**src/logic/wto_pkg.sv**
```systemverilog
// wto_pkg: constants and carrier types for the waveform time trim register block
// assumes a single 20 MHz core clock and an APB master with 32-bit data
//
// Notes on behaviour
// - The sample or samples holding the waveform's highest voltage, if it is positive, form the overdrive segment.
// - The overdrive trim is added to the overdrive segment duration during playback.
// - The overdrive trim acts only in open-loop mode and is ignored in closed-loop mode.
// - The overdrive trim is signed and scaled by the current sample_step_period in ms.
// - Every positive sample that is not overdrive is positive sustain.
// - Positive sustain changes by the signed positive trim times the sample_step_period.
// - Every negative sample that is not braking is negative sustain.
// - Negative sustain changes by the signed negative trim times the sample_step_period.
// - The sample or samples holding the most negative voltage, if it is negative, form the braking segment.
// - Braking changes by the signed brake trim times the sample_step_period.
// - The brake trim acts only in open-loop mode and is ignored in closed-loop mode.
// - The rated-voltage register drives the full-scale reference output.
package wto_pkg;

  // register indices; byte address is four times the index
  localparam logic [7:0]  IDX_OVERDRIVE  = 8'h1A;
  localparam logic [7:0]  IDX_POS_SUST   = 8'h1B;
  localparam logic [7:0]  IDX_NEG_SUST   = 8'h1C;
  localparam logic [7:0]  IDX_BRAKE      = 8'h1D;
  localparam logic [7:0]  IDX_FULL_SCALE = 8'h1F;
  localparam logic [7:0]  IDX_CONTROL    = 8'h40;
  localparam logic [7:0]  IDX_STATUS     = 8'h41;

  localparam logic [7:0]  TRIM_RESET       = 8'h00;
  localparam logic [7:0]  FULL_SCALE_RESET = 8'h3F;
  localparam logic [0:0]  CONTROL_RESET    = 1'h0;
  localparam int          CTRL_CLOSED_BIT  = 0;
  localparam int          DUR_W            = 16;
  localparam int          STEP_W_MAX       = 12;

  // ------------------------------------------------------------
  // carrier types
  // ------------------------------------------------------------
  typedef struct packed {
    logic        psel;
    logic        penable;
    logic        pwrite;
    logic [11:0] paddr;
    logic [31:0] pwdata;
  } wto_apb_req_type;

  typedef struct packed {
    logic        pready;
    logic        pslverr;
    logic [31:0] prdata;
  } wto_apb_rsp_type;

  // one-hot segment class of a sample
  typedef enum logic [4:0] {
    SEG_NONE      = 5'b00001,
    SEG_OVERDRIVE = 5'b00010,
    SEG_POS_SUST  = 5'b00100,
    SEG_NEG_SUST  = 5'b01000,
    SEG_BRAKE     = 5'b10000
  } wto_seg_type;

  // scan=1: peak search pass; scan=0: playback pass
  typedef struct packed {
    logic                    valid;
    logic                    scan;
    logic                    first;
    logic signed [7:0]       volt;
    logic [DUR_W-1:0]        dur;
  } wto_smp_type;

  typedef struct packed {
    logic                    valid;
    wto_seg_type             seg;
    logic [DUR_W-1:0]        dur;
  } wto_out_type;

endpackage

```
**src/logic/wto_time_trim_regs.sv**
```systemverilog
// wto_time_trim_regs: APB register bank and segment duration trimming
// assumes synchronous inputs on core_clk and a master that runs a scan pass
// over a waveform before playing it back
//
// Design decision made here: register access over APB.
`timescale 1ns/1ps
`default_nettype none

module wto_time_trim_regs #(
  parameter int STEP_W = 8
) (
  input  wire logic                     core_clk,           // 20 MHz core clock
  input  wire logic                     reset,              // sync reset, active high
  input  wire wto_pkg::wto_apb_req_type apb_req,            // APB request
  output var  wto_pkg::wto_apb_rsp_type apb_rsp,            // APB response
  input  wire logic [STEP_W-1:0]        sample_step_period, // sample_step_period, ms
  input  wire wto_pkg::wto_smp_type     smp_in,             // waveform sample stream
  output var  wto_pkg::wto_out_type     smp_out,            // classified, trimmed sample
  output var  logic [7:0]               full_scale_ref,     // closed-loop full-scale ref
  output var  logic                     closed_loop         // loop mode in use
);
  import wto_pkg::*;

  if (STEP_W < 1 || STEP_W > STEP_W_MAX) begin : g_step_check
    $error("STEP_W out of range");
  end

  // ------------------------------------------------------------
  // state
  // ------------------------------------------------------------
  typedef struct packed {
    wto_apb_rsp_type   rsp;
    logic [7:0]        overdrive_time_trim;
    logic [7:0]        pos_sustain_time_trim;
    logic [7:0]        neg_sustain_time_trim;
    logic [7:0]        brake_time_trim;
    logic [7:0]        full_scale_voltage_ref;
    logic              closed;
    logic signed [7:0] peak_max;
    logic signed [7:0] peak_min;
    wto_seg_type       prev_seg;
    wto_out_type       out;
  } wto_state_type;

  wto_state_type st_q;
  wto_state_type st_d;

  localparam int PROD_W = 8 + STEP_W + 1;
  localparam int SUM_W  = DUR_W + PROD_W + 1;

  // ------------------------------------------------------------
  // helpers
  // ------------------------------------------------------------
  function automatic logic [7:0] reg_index(input logic [11:0] addr);
    reg_index = addr[9:2];
  endfunction

  function automatic logic reg_known(input logic [7:0] idx);
    reg_known = (idx == IDX_OVERDRIVE) || (idx == IDX_POS_SUST) || (idx == IDX_NEG_SUST)
             || (idx == IDX_BRAKE) || (idx == IDX_FULL_SCALE) || (idx == IDX_CONTROL)
             || (idx == IDX_STATUS);
  endfunction

  // signed trim times interval, added once per segment, clamped at both ends
  function automatic logic [DUR_W-1:0] trim_dur(input logic [DUR_W-1:0]  dur,
                                                input logic [7:0]        trim,
                                                input logic [STEP_W-1:0] step);
    logic signed [PROD_W-1:0] prod;
    logic signed [SUM_W-1:0]  sum;
    prod = PROD_W'($signed(trim) * $signed({1'b0, step}));
    sum  = SUM_W'($signed({1'b0, dur})) + SUM_W'(prod);
    if (sum < 0) begin
      trim_dur = '0;
    end else if (sum > SUM_W'({DUR_W{1'b1}})) begin
      trim_dur = {DUR_W{1'b1}};
    end else begin
      trim_dur = sum[DUR_W-1:0];
    end
  endfunction

  // max tested before min; a flat waveform reads as overdrive if positive, braking if negative
  function automatic wto_seg_type classify(input logic signed [7:0] v,
                                           input logic signed [7:0] vmax,
                                           input logic signed [7:0] vmin);
    if (v == vmax && v > 0) begin
      classify = SEG_OVERDRIVE;
    end else if (v == vmin && v < 0) begin
      classify = SEG_BRAKE;
    end else if (v > 0) begin
      classify = SEG_POS_SUST;
    end else if (v < 0) begin
      classify = SEG_NEG_SUST;
    end else begin
      classify = SEG_NONE;
    end
  endfunction

  // ------------------------------------------------------------
  // next state
  // ------------------------------------------------------------
  logic [7:0]   idx;
  logic         setup;
  logic         access;
  wto_seg_type  seg;
  logic [7:0]   trim;

  always_comb begin
    st_d   = st_q;
    idx    = reg_index(apb_req.paddr);
    setup  = apb_req.psel && !apb_req.penable;
    access = apb_req.psel && apb_req.penable && st_q.rsp.pready;

    // ------------------------------------------------------------
    // register access
    // ------------------------------------------------------------
    // response prepared in setup so it leaves a flop in the access phase
    st_d.rsp.pready = setup;
    if (setup) begin
      st_d.rsp.pslverr = !reg_known(idx) || (apb_req.paddr[1:0] != 2'h0)
                       || (apb_req.paddr[11:10] != 2'h0)
                       || (apb_req.pwrite && idx == IDX_STATUS);
      st_d.rsp.prdata  = 32'h0;
      if (!apb_req.pwrite) begin
        unique case (idx)
          IDX_OVERDRIVE:  st_d.rsp.prdata[7:0] = st_q.overdrive_time_trim;
          IDX_POS_SUST:   st_d.rsp.prdata[7:0] = st_q.pos_sustain_time_trim;
          IDX_NEG_SUST:   st_d.rsp.prdata[7:0] = st_q.neg_sustain_time_trim;
          IDX_BRAKE:      st_d.rsp.prdata[7:0] = st_q.brake_time_trim;
          IDX_FULL_SCALE: st_d.rsp.prdata[7:0] = st_q.full_scale_voltage_ref;
          IDX_CONTROL:    st_d.rsp.prdata[CTRL_CLOSED_BIT] = st_q.closed;
          IDX_STATUS:     st_d.rsp.prdata[15:0] = {st_q.peak_min, st_q.peak_max};
          default:        st_d.rsp.prdata = 32'h0;
        endcase
      end
    end else begin
      // cleared on every other cycle so a dropped transfer leaves no stale data
      st_d.rsp.pslverr = 1'b0;
      st_d.rsp.prdata  = 32'h0;
    end

    // write lands only at the completing edge; errored writes change nothing
    if (access && apb_req.pwrite && !st_q.rsp.pslverr) begin
      unique case (idx)
        IDX_OVERDRIVE:  st_d.overdrive_time_trim    = apb_req.pwdata[7:0];
        IDX_POS_SUST:   st_d.pos_sustain_time_trim  = apb_req.pwdata[7:0];
        IDX_NEG_SUST:   st_d.neg_sustain_time_trim  = apb_req.pwdata[7:0];
        IDX_BRAKE:      st_d.brake_time_trim        = apb_req.pwdata[7:0];
        IDX_FULL_SCALE: st_d.full_scale_voltage_ref = apb_req.pwdata[7:0];
        IDX_CONTROL:    st_d.closed                 = apb_req.pwdata[CTRL_CLOSED_BIT];
        default:        st_d.closed                 = st_q.closed;
      endcase
    end

    // ------------------------------------------------------------
    // sample path
    // ------------------------------------------------------------
    seg  = classify(smp_in.volt, st_q.peak_max, st_q.peak_min);
    trim = 8'h00;
    unique case (seg)
      SEG_OVERDRIVE: trim = st_q.closed ? 8'h00 : st_q.overdrive_time_trim;
      SEG_BRAKE:     trim = st_q.closed ? 8'h00 : st_q.brake_time_trim;
      SEG_POS_SUST:  trim = st_q.pos_sustain_time_trim;
      SEG_NEG_SUST:  trim = st_q.neg_sustain_time_trim;
      default:       trim = 8'h00;
    endcase

    st_d.out.valid = 1'b0;
    if (smp_in.valid && smp_in.scan) begin
      // peak search restarts on the first sample of a scan pass
      if (smp_in.first || smp_in.volt > st_q.peak_max) begin
        st_d.peak_max = smp_in.volt;
      end
      if (smp_in.first || smp_in.volt < st_q.peak_min) begin
        st_d.peak_min = smp_in.volt;
      end
    end else if (smp_in.valid) begin
      st_d.out.valid = 1'b1;
      st_d.out.seg   = seg;
      // a segment spans a run of samples; its trim is applied on the first one only
      if (smp_in.first || seg != st_q.prev_seg) begin
        st_d.out.dur = trim_dur(smp_in.dur, trim, sample_step_period);
      end else begin
        st_d.out.dur = smp_in.dur;
      end
      st_d.prev_seg = seg;
    end
  end

  always_ff @(posedge core_clk) begin
    if (reset) begin
      st_q.rsp                    <= '0;
      st_q.overdrive_time_trim    <= TRIM_RESET;
      st_q.pos_sustain_time_trim  <= TRIM_RESET;
      st_q.neg_sustain_time_trim  <= TRIM_RESET;
      st_q.brake_time_trim        <= TRIM_RESET;
      st_q.full_scale_voltage_ref <= FULL_SCALE_RESET;
      st_q.closed                 <= CONTROL_RESET[0];
      st_q.peak_max               <= 8'sh00;
      st_q.peak_min               <= 8'sh00;
      st_q.prev_seg               <= SEG_NONE;
      st_q.out                    <= '{valid: 1'b0, seg: SEG_NONE, dur: '0};
    end else begin
      st_q <= st_d;
    end
  end

  assign apb_rsp        = st_q.rsp;
  assign smp_out        = st_q.out;
  assign full_scale_ref = st_q.full_scale_voltage_ref;
  assign closed_loop    = st_q.closed;

  logic signed [7:0] pmax_h;
  logic signed [7:0] pmin_h;
  logic              new_run_h;
  assign pmax_h    = st_q.peak_max;
  assign pmin_h    = st_q.peak_min;
  assign new_run_h = smp_in.first || classify(smp_in.volt, pmax_h, pmin_h) != st_q.prev_seg;
endmodule

`default_nettype wire

```
**config.mk**
```make
export PLATFORM = sky130hd
export DESIGN_NAME = wto_time_trim_regs
export DESIGN_NICKNAME = d
export VERILOG_FILES = /design/src/logic/wto_pkg.sv /design/src/logic/wto_time_trim_regs.sv
export SDC_FILE = /design/constraint.sdc
export NUM_CORES = 1
export LEC_CHECK = 0
export ABC_AREA = 1
export BUFFER_PORTS_ARGS = -buffer_cell sky130_fd_sc_hd__buf_2
export CORE_MARGIN = 5
export CORE_UTILIZATION = 60
export DETAILED_ROUTE_END_ITERATION = 8
export GPL_ROUTABILITY_DRIVEN = 0
export PLACE_DENSITY = 0.85
export SYNTH_ARGS = -nofsm -noshare
export SYNTH_HDL_FRONTEND = slang
export SYNTH_SLANG_ARGS = --single-unit
```
**constraint.sdc**
```tcl
create_clock -name core_clk -period 16.05 [get_ports core_clk]
set_input_delay 0 -clock core_clk [delete_from_list [all_inputs] [get_ports core_clk]]
set_output_delay 0 -clock core_clk [all_outputs]
set_load 0.005 [all_outputs]
```
==> report_table.html <==
<table>
<tr><th>Metric</th><th>Value</th></tr>
<tr><th colspan="2">Routing</th></tr>
<tr><td>Routed length per instance</td><td>14.3 um</td></tr>
<tr><td>DRC Markers</td><td>0</td></tr>
<tr><td>Total routed wirelength</td><td>20.4 mm</td></tr>
<tr><td>Count of TritonRoute iterations in the first routing pass</td><td>8</td></tr>
<tr><td>DR WL met2</td><td>10.2 mm</td></tr>
<tr><td>Initial drt markers</td><td>705</td></tr>
<tr><td>Met1 WL</td><td>7.98 mm</td></tr>
<tr><td>Uppermost signal routing layer after detailed routing</td><td>met4</td></tr>
<tr><td>Vias post-DR</td><td>7552</td></tr>
<tr><td>Ratio of routed vias to standard cells</td><td>5.30</td></tr>
<tr><td>Number of nets with antenna violations after detailed routing</td><td>0</td></tr>
<tr><td>Met3 routed wirelength</td><td>1.64 mm</td></tr>
<tr><th colspan="2">Cells and area</th></tr>
<tr><td>Final Non-Filler Cells</td><td>1425</td></tr>
<tr><td>Inserted Diodes</td><td>0</td></tr>
<tr><td>Ratio of cells with drive above 1 in the final layout</td><td>11.6%</td></tr>
<tr><td>Net count, final</td><td>1443</td></tr>
<tr><td>Signed area change from the synthesized netlist to the final layout</td><td>7.76%</td></tr>
<tr><th colspan="2">Timing</th></tr>
<tr><td>Final setup fails</td><td>0</td></tr>
<tr><td>Shortest period the worst path allows</td><td>6.77 ns</td></tr>
<tr><td>Pins Over Slew Limit</td><td>0</td></tr>
<tr><td>Final worst clock skew</td><td>0.0101 ns</td></tr>
<tr><td>Hold violation total from the final report</td><td>0</td></tr>
<tr><td>Setup repair after global routing missed its margin</td><td>false</td></tr>
<tr><td>Setup TNS after final layout</td><td>0 ns</td></tr>
<tr><td>Fmax achieved</td><td>148 MHz</td></tr>
<tr><td>Ratio of final minimum period to clock period</td><td>42.2%</td></tr>
<tr><td>Actual slew at the worst max-slew pin</td><td>1.03 ns</td></tr>
<tr><td>Normalized max-slew margin</td><td>30.8%</td></tr>
<tr><th colspan="2">Worst setup path</th></tr>
<tr><td>Data arrival time of the worst path</td><td>7.01 ns</td></tr>
<tr><td>Slowest cell on the critical path</td><td>sky130_fd_sc_hd__fa_1</td></tr>
<tr><td>Maximum fanout along the worst path</td><td>16</td></tr>
<tr><td>Crit start category</td><td>flop</td></tr>
<tr><td>Setup slack of the most critical reg-to-reg path</td><td>9.28 ns</td></tr>
<tr><td>Element type at the critical path end</td><td>flop</td></tr>
<tr><td>Data required, critical path</td><td>16.29 ns</td></tr>
<tr><td>Kind of critical path</td><td>reg2reg</td></tr>
<tr><td>Slowest Stage Delay on Critical Path</td><td>0.56 ns</td></tr>
<tr><td>Most frequent cell on the critical path</td><td>sky130_fd_sc_hd__nand2_1</td></tr>
<tr><th colspan="2">Run status</th></tr>
<tr><td>Result of the run</td><td>completed</td></tr>
<tr><th colspan="2">Job</th></tr>
<tr><td>Total of max-cap violations</td><td>0</td></tr>
<tr><th colspan="2">Hold path</th></tr>
<tr><td>Worst hold-check path type</td><td>in2reg</td></tr>
<tr><th colspan="2">Place</th></tr>
<tr><td>Dpl cells</td><td>1396</td></tr>
<tr><td>Half-perimeter wire length after placement</td><td>15.8 mm</td></tr>
<tr><td>Port Buffer Count</td><td>108</td></tr>
<tr><th colspan="2">Clock network</th></tr>
<tr><td>Sinks on the clock net</td><td>97</td></tr>
<tr><td>Clock-pin transition on the worst setup and hold timing paths</td><td>0.07 ns</td></tr>
<tr><td>Worst-Skew Late Latency</td><td>0.35 ns</td></tr>
<tr><td>Maximum buffer depth of the clock tree</td><td>2</td></tr>
<tr><td>CTS tree</td><td>yes</td></tr>
<tr><td>Clk root buf</td><td>sky130_fd_sc_hd__clkbuf_16</td></tr>
<tr><td>Number of CTS-inserted buffers</td><td>9</td></tr>
<tr><td>CTS H-Tree Depth</td><td>3</td></tr>
<tr><th colspan="2">Yosys</th></tr>
<tr><td>EDFF count, synth</td><td>0</td></tr>
<tr><td>Seq cells post-synth</td><td>97</td></tr>
<tr><td>Commonest register cell after synthesis</td><td>sky130_fd_sc_hd__dfxtp_1</td></tr>
<tr><td>Total of warnings raised by yosys</td><td>0</td></tr>
<tr><td>Portion of synthesized cell area occupied by the leading cell type</td><td>23.4%</td></tr>
<tr><td>Async set or reset register ratio after synthesis</td><td>0%</td></tr>
<tr><td>Top post-synthesis cells by count</td><td>sky130_fd_sc_hd__inv_1, sky130_fd_sc_hd__nand2_1, sky130_fd_sc_hd__nor2_1, sky130_fd_sc_hd__dfxtp_1, sky130_fd_sc_hd__o21ai_0</td></tr>
<tr><td>Total standard cell area after synthesis</td><td>8280 um^2</td></tr>
<tr><td>Mean instance size in the synthesized netlist</td><td>7.00 um^2</td></tr>
<tr><td>Cell taking the most area after synthesis</td><td>sky130_fd_sc_hd__dfxtp_1</td></tr>
<tr><td>Cell types occupying the most area after synthesis</td><td>sky130_fd_sc_hd__dfxtp_1, sky130_fd_sc_hd__fa_1, sky130_fd_sc_hd__ha_1</td></tr>
<tr><td>Most instantiated library cell after synthesis</td><td>sky130_fd_sc_hd__inv_1</td></tr>
<tr><td>Distinct cell type count of the synthesized netlist</td><td>40</td></tr>
<tr><td>Share of synthesized area occupied by flip-flops and latches</td><td>23.4%</td></tr>
<tr><td>Mapped Cells</td><td>1183</td></tr>
<tr><th colspan="2">Power and ir drop</th></tr>
<tr><td>Power density over cell area</td><td>61.0 nW/um^2</td></tr>
<tr><td>Pleak</td><td>4.70 nW</td></tr>
<tr><td>VDD IR max</td><td>0.0476 mV</td></tr>
<tr><th colspan="2">Global route</th></tr>
<tr><td>Number of global-route vias before repair</td><td>7309</td></tr>
<tr><td>Initial antenna violation count</td><td>0</td></tr>
<tr><td>Overflow left after global routing</td><td>0</td></tr>
<tr><td>GR Util All Layers</td><td>25.6%</td></tr>
<tr><td>Largest net degree at the start of global routing</td><td>77</td></tr>
<tr><td>First-pass GRT wire length</td><td>33.9 mm</td></tr>
<tr><th colspan="2">Die</th></tr>
<tr><td>Height of the chip</td><td>128 um</td></tr>
<tr><td>Chip width</td><td>128 um</td></tr>
<tr><td>Effective utilization at floorplan</td><td>60.4%</td></tr>
<tr><td>Placeable core region</td><td>13700 um^2</td></tr>
<tr><td>Std cell rows</td><td>43</td></tr>
<tr><td>Count of pins on the block boundary</td><td>149</td></tr>
<tr><td>Total Die Area</td><td>16300 um^2</td></tr>
</table>
-- power breakdown --
part	leakage (nW)	total (mW)	internal, mW	switching, mW
clock network	0.136	0.206	0.110	0.0954
logic	3.77	0.0872	0.0320	0.0552
registers	0.789	0.251	0.247	0.00385
total	4.70	0.544	0.390	0.154
-- layout make-up --
class	count	area, um^2
fill	1215	4790
tap	180	225
multi-input combinational	793	4980
sequential	97	1940
clock buffer	11	243
timing repair buffer	123	686
clock inverter	5	38.8
inverter	216	813
-- kinds of logic (layout without fill, tap and decap cells) --
kind of cell / count (synthesis) / in the layout / synth area share, %
buf+inv: 308 / 355 / 17.2
flops: 97 / 97 / 23.4
compound gates: 193 / 193 / 12.4
other cells: 1 / 16 / 0.0453
xor+xnor: 7 / 7 / 0.740
simple gates: 458 / 458 / 23.5
fa+ha+maj: 119 / 119 / 22.7
-- stage by stage --
step / power [mW] / setup slack [ns] / util [%] / hold WS, ns / instance area, um^2
6_report: 0.544 / 9.28 / 65.1 / 0.0156 / 8930
5_1_grt: 0.570 / 8.78 / 65.1 / 0.0481 / 8930
4_1_cts: 0.546 / 9.36 / 65.1 / 0.0134 / 8930
3_5_place_dp: 0.340 / 9.38 / 62.1 / 0.215 / 8520
3_3_place_gp: 0.338 / 9.50 / 62.1 / 0.196 / 8520
2_1_floorplan: 0.318 / 10.21 / - / 0.0724 / 8340
-- critical path: cells and delay by family, from the launching register on --
| family | cells | cell delay (ns) |
|---|---|---|
| AOI/OAI and AO/OA | 2 | 0.35 |
| buffers and inverters | 7 | 0.57 |
| DFF | 1 | 0.33 |
| and+or+nand+nor | 16 | 2.16 |
| adders and majority gates | 7 | 3.20 |
-- registers in the layout, summed over array words and instances (netlist names) --
register,flops
st_q,32
smp_out,22
apb_rsp,18
full_scale_ref,8
pmax_h,8
pmin_h,8
closed_loop,1
-- layer usage --
| layer | up-vias | track usage [%] |
|---|---|---|
| met3 | 46 | 3.89 |
| met4 | 0 | 9.65 |
| li1 | 3750 | - |
| met1 | 3415 | 30.9 |
| met2 | 341 | 45.8 |
| met5 | - | 0 |
-- placed cells by master (no fill, tap or decap), types with 52 or more instances in the layout --
cell / count
sky130_fd_sc_hd__a21oi_1: 73
sky130_fd_sc_hd__buf_2: 108
sky130_fd_sc_hd__dfxtp_1: 97
sky130_fd_sc_hd__fa_1: 52
sky130_fd_sc_hd__ha_1: 67
sky130_fd_sc_hd__inv_1: 211
sky130_fd_sc_hd__nand2_1: 198
sky130_fd_sc_hd__nand3_1: 65
sky130_fd_sc_hd__nor2_1: 154
sky130_fd_sc_hd__o21ai_0: 89
-- repair_timing --
item,CTS,global route
hold endpoints to repair,35,0
buffers inserted,0,0
hold buffers,13,0
resized for setup,0,0
-- final timing paths --
check                     end  depth (start not counted)  startpoint
setup reg to reg  smp_out[10]                         32   pmax_h[5]
setup / recovery  smp_out[10]                         32   pmax_h[5]
hold reg to reg   apb_rsp[12]                          2   pmin_h[4]
hold / removal     smp_out[4]                          5   smp_in[4]
No activity file was read; power rests on OpenSTA's default activity.
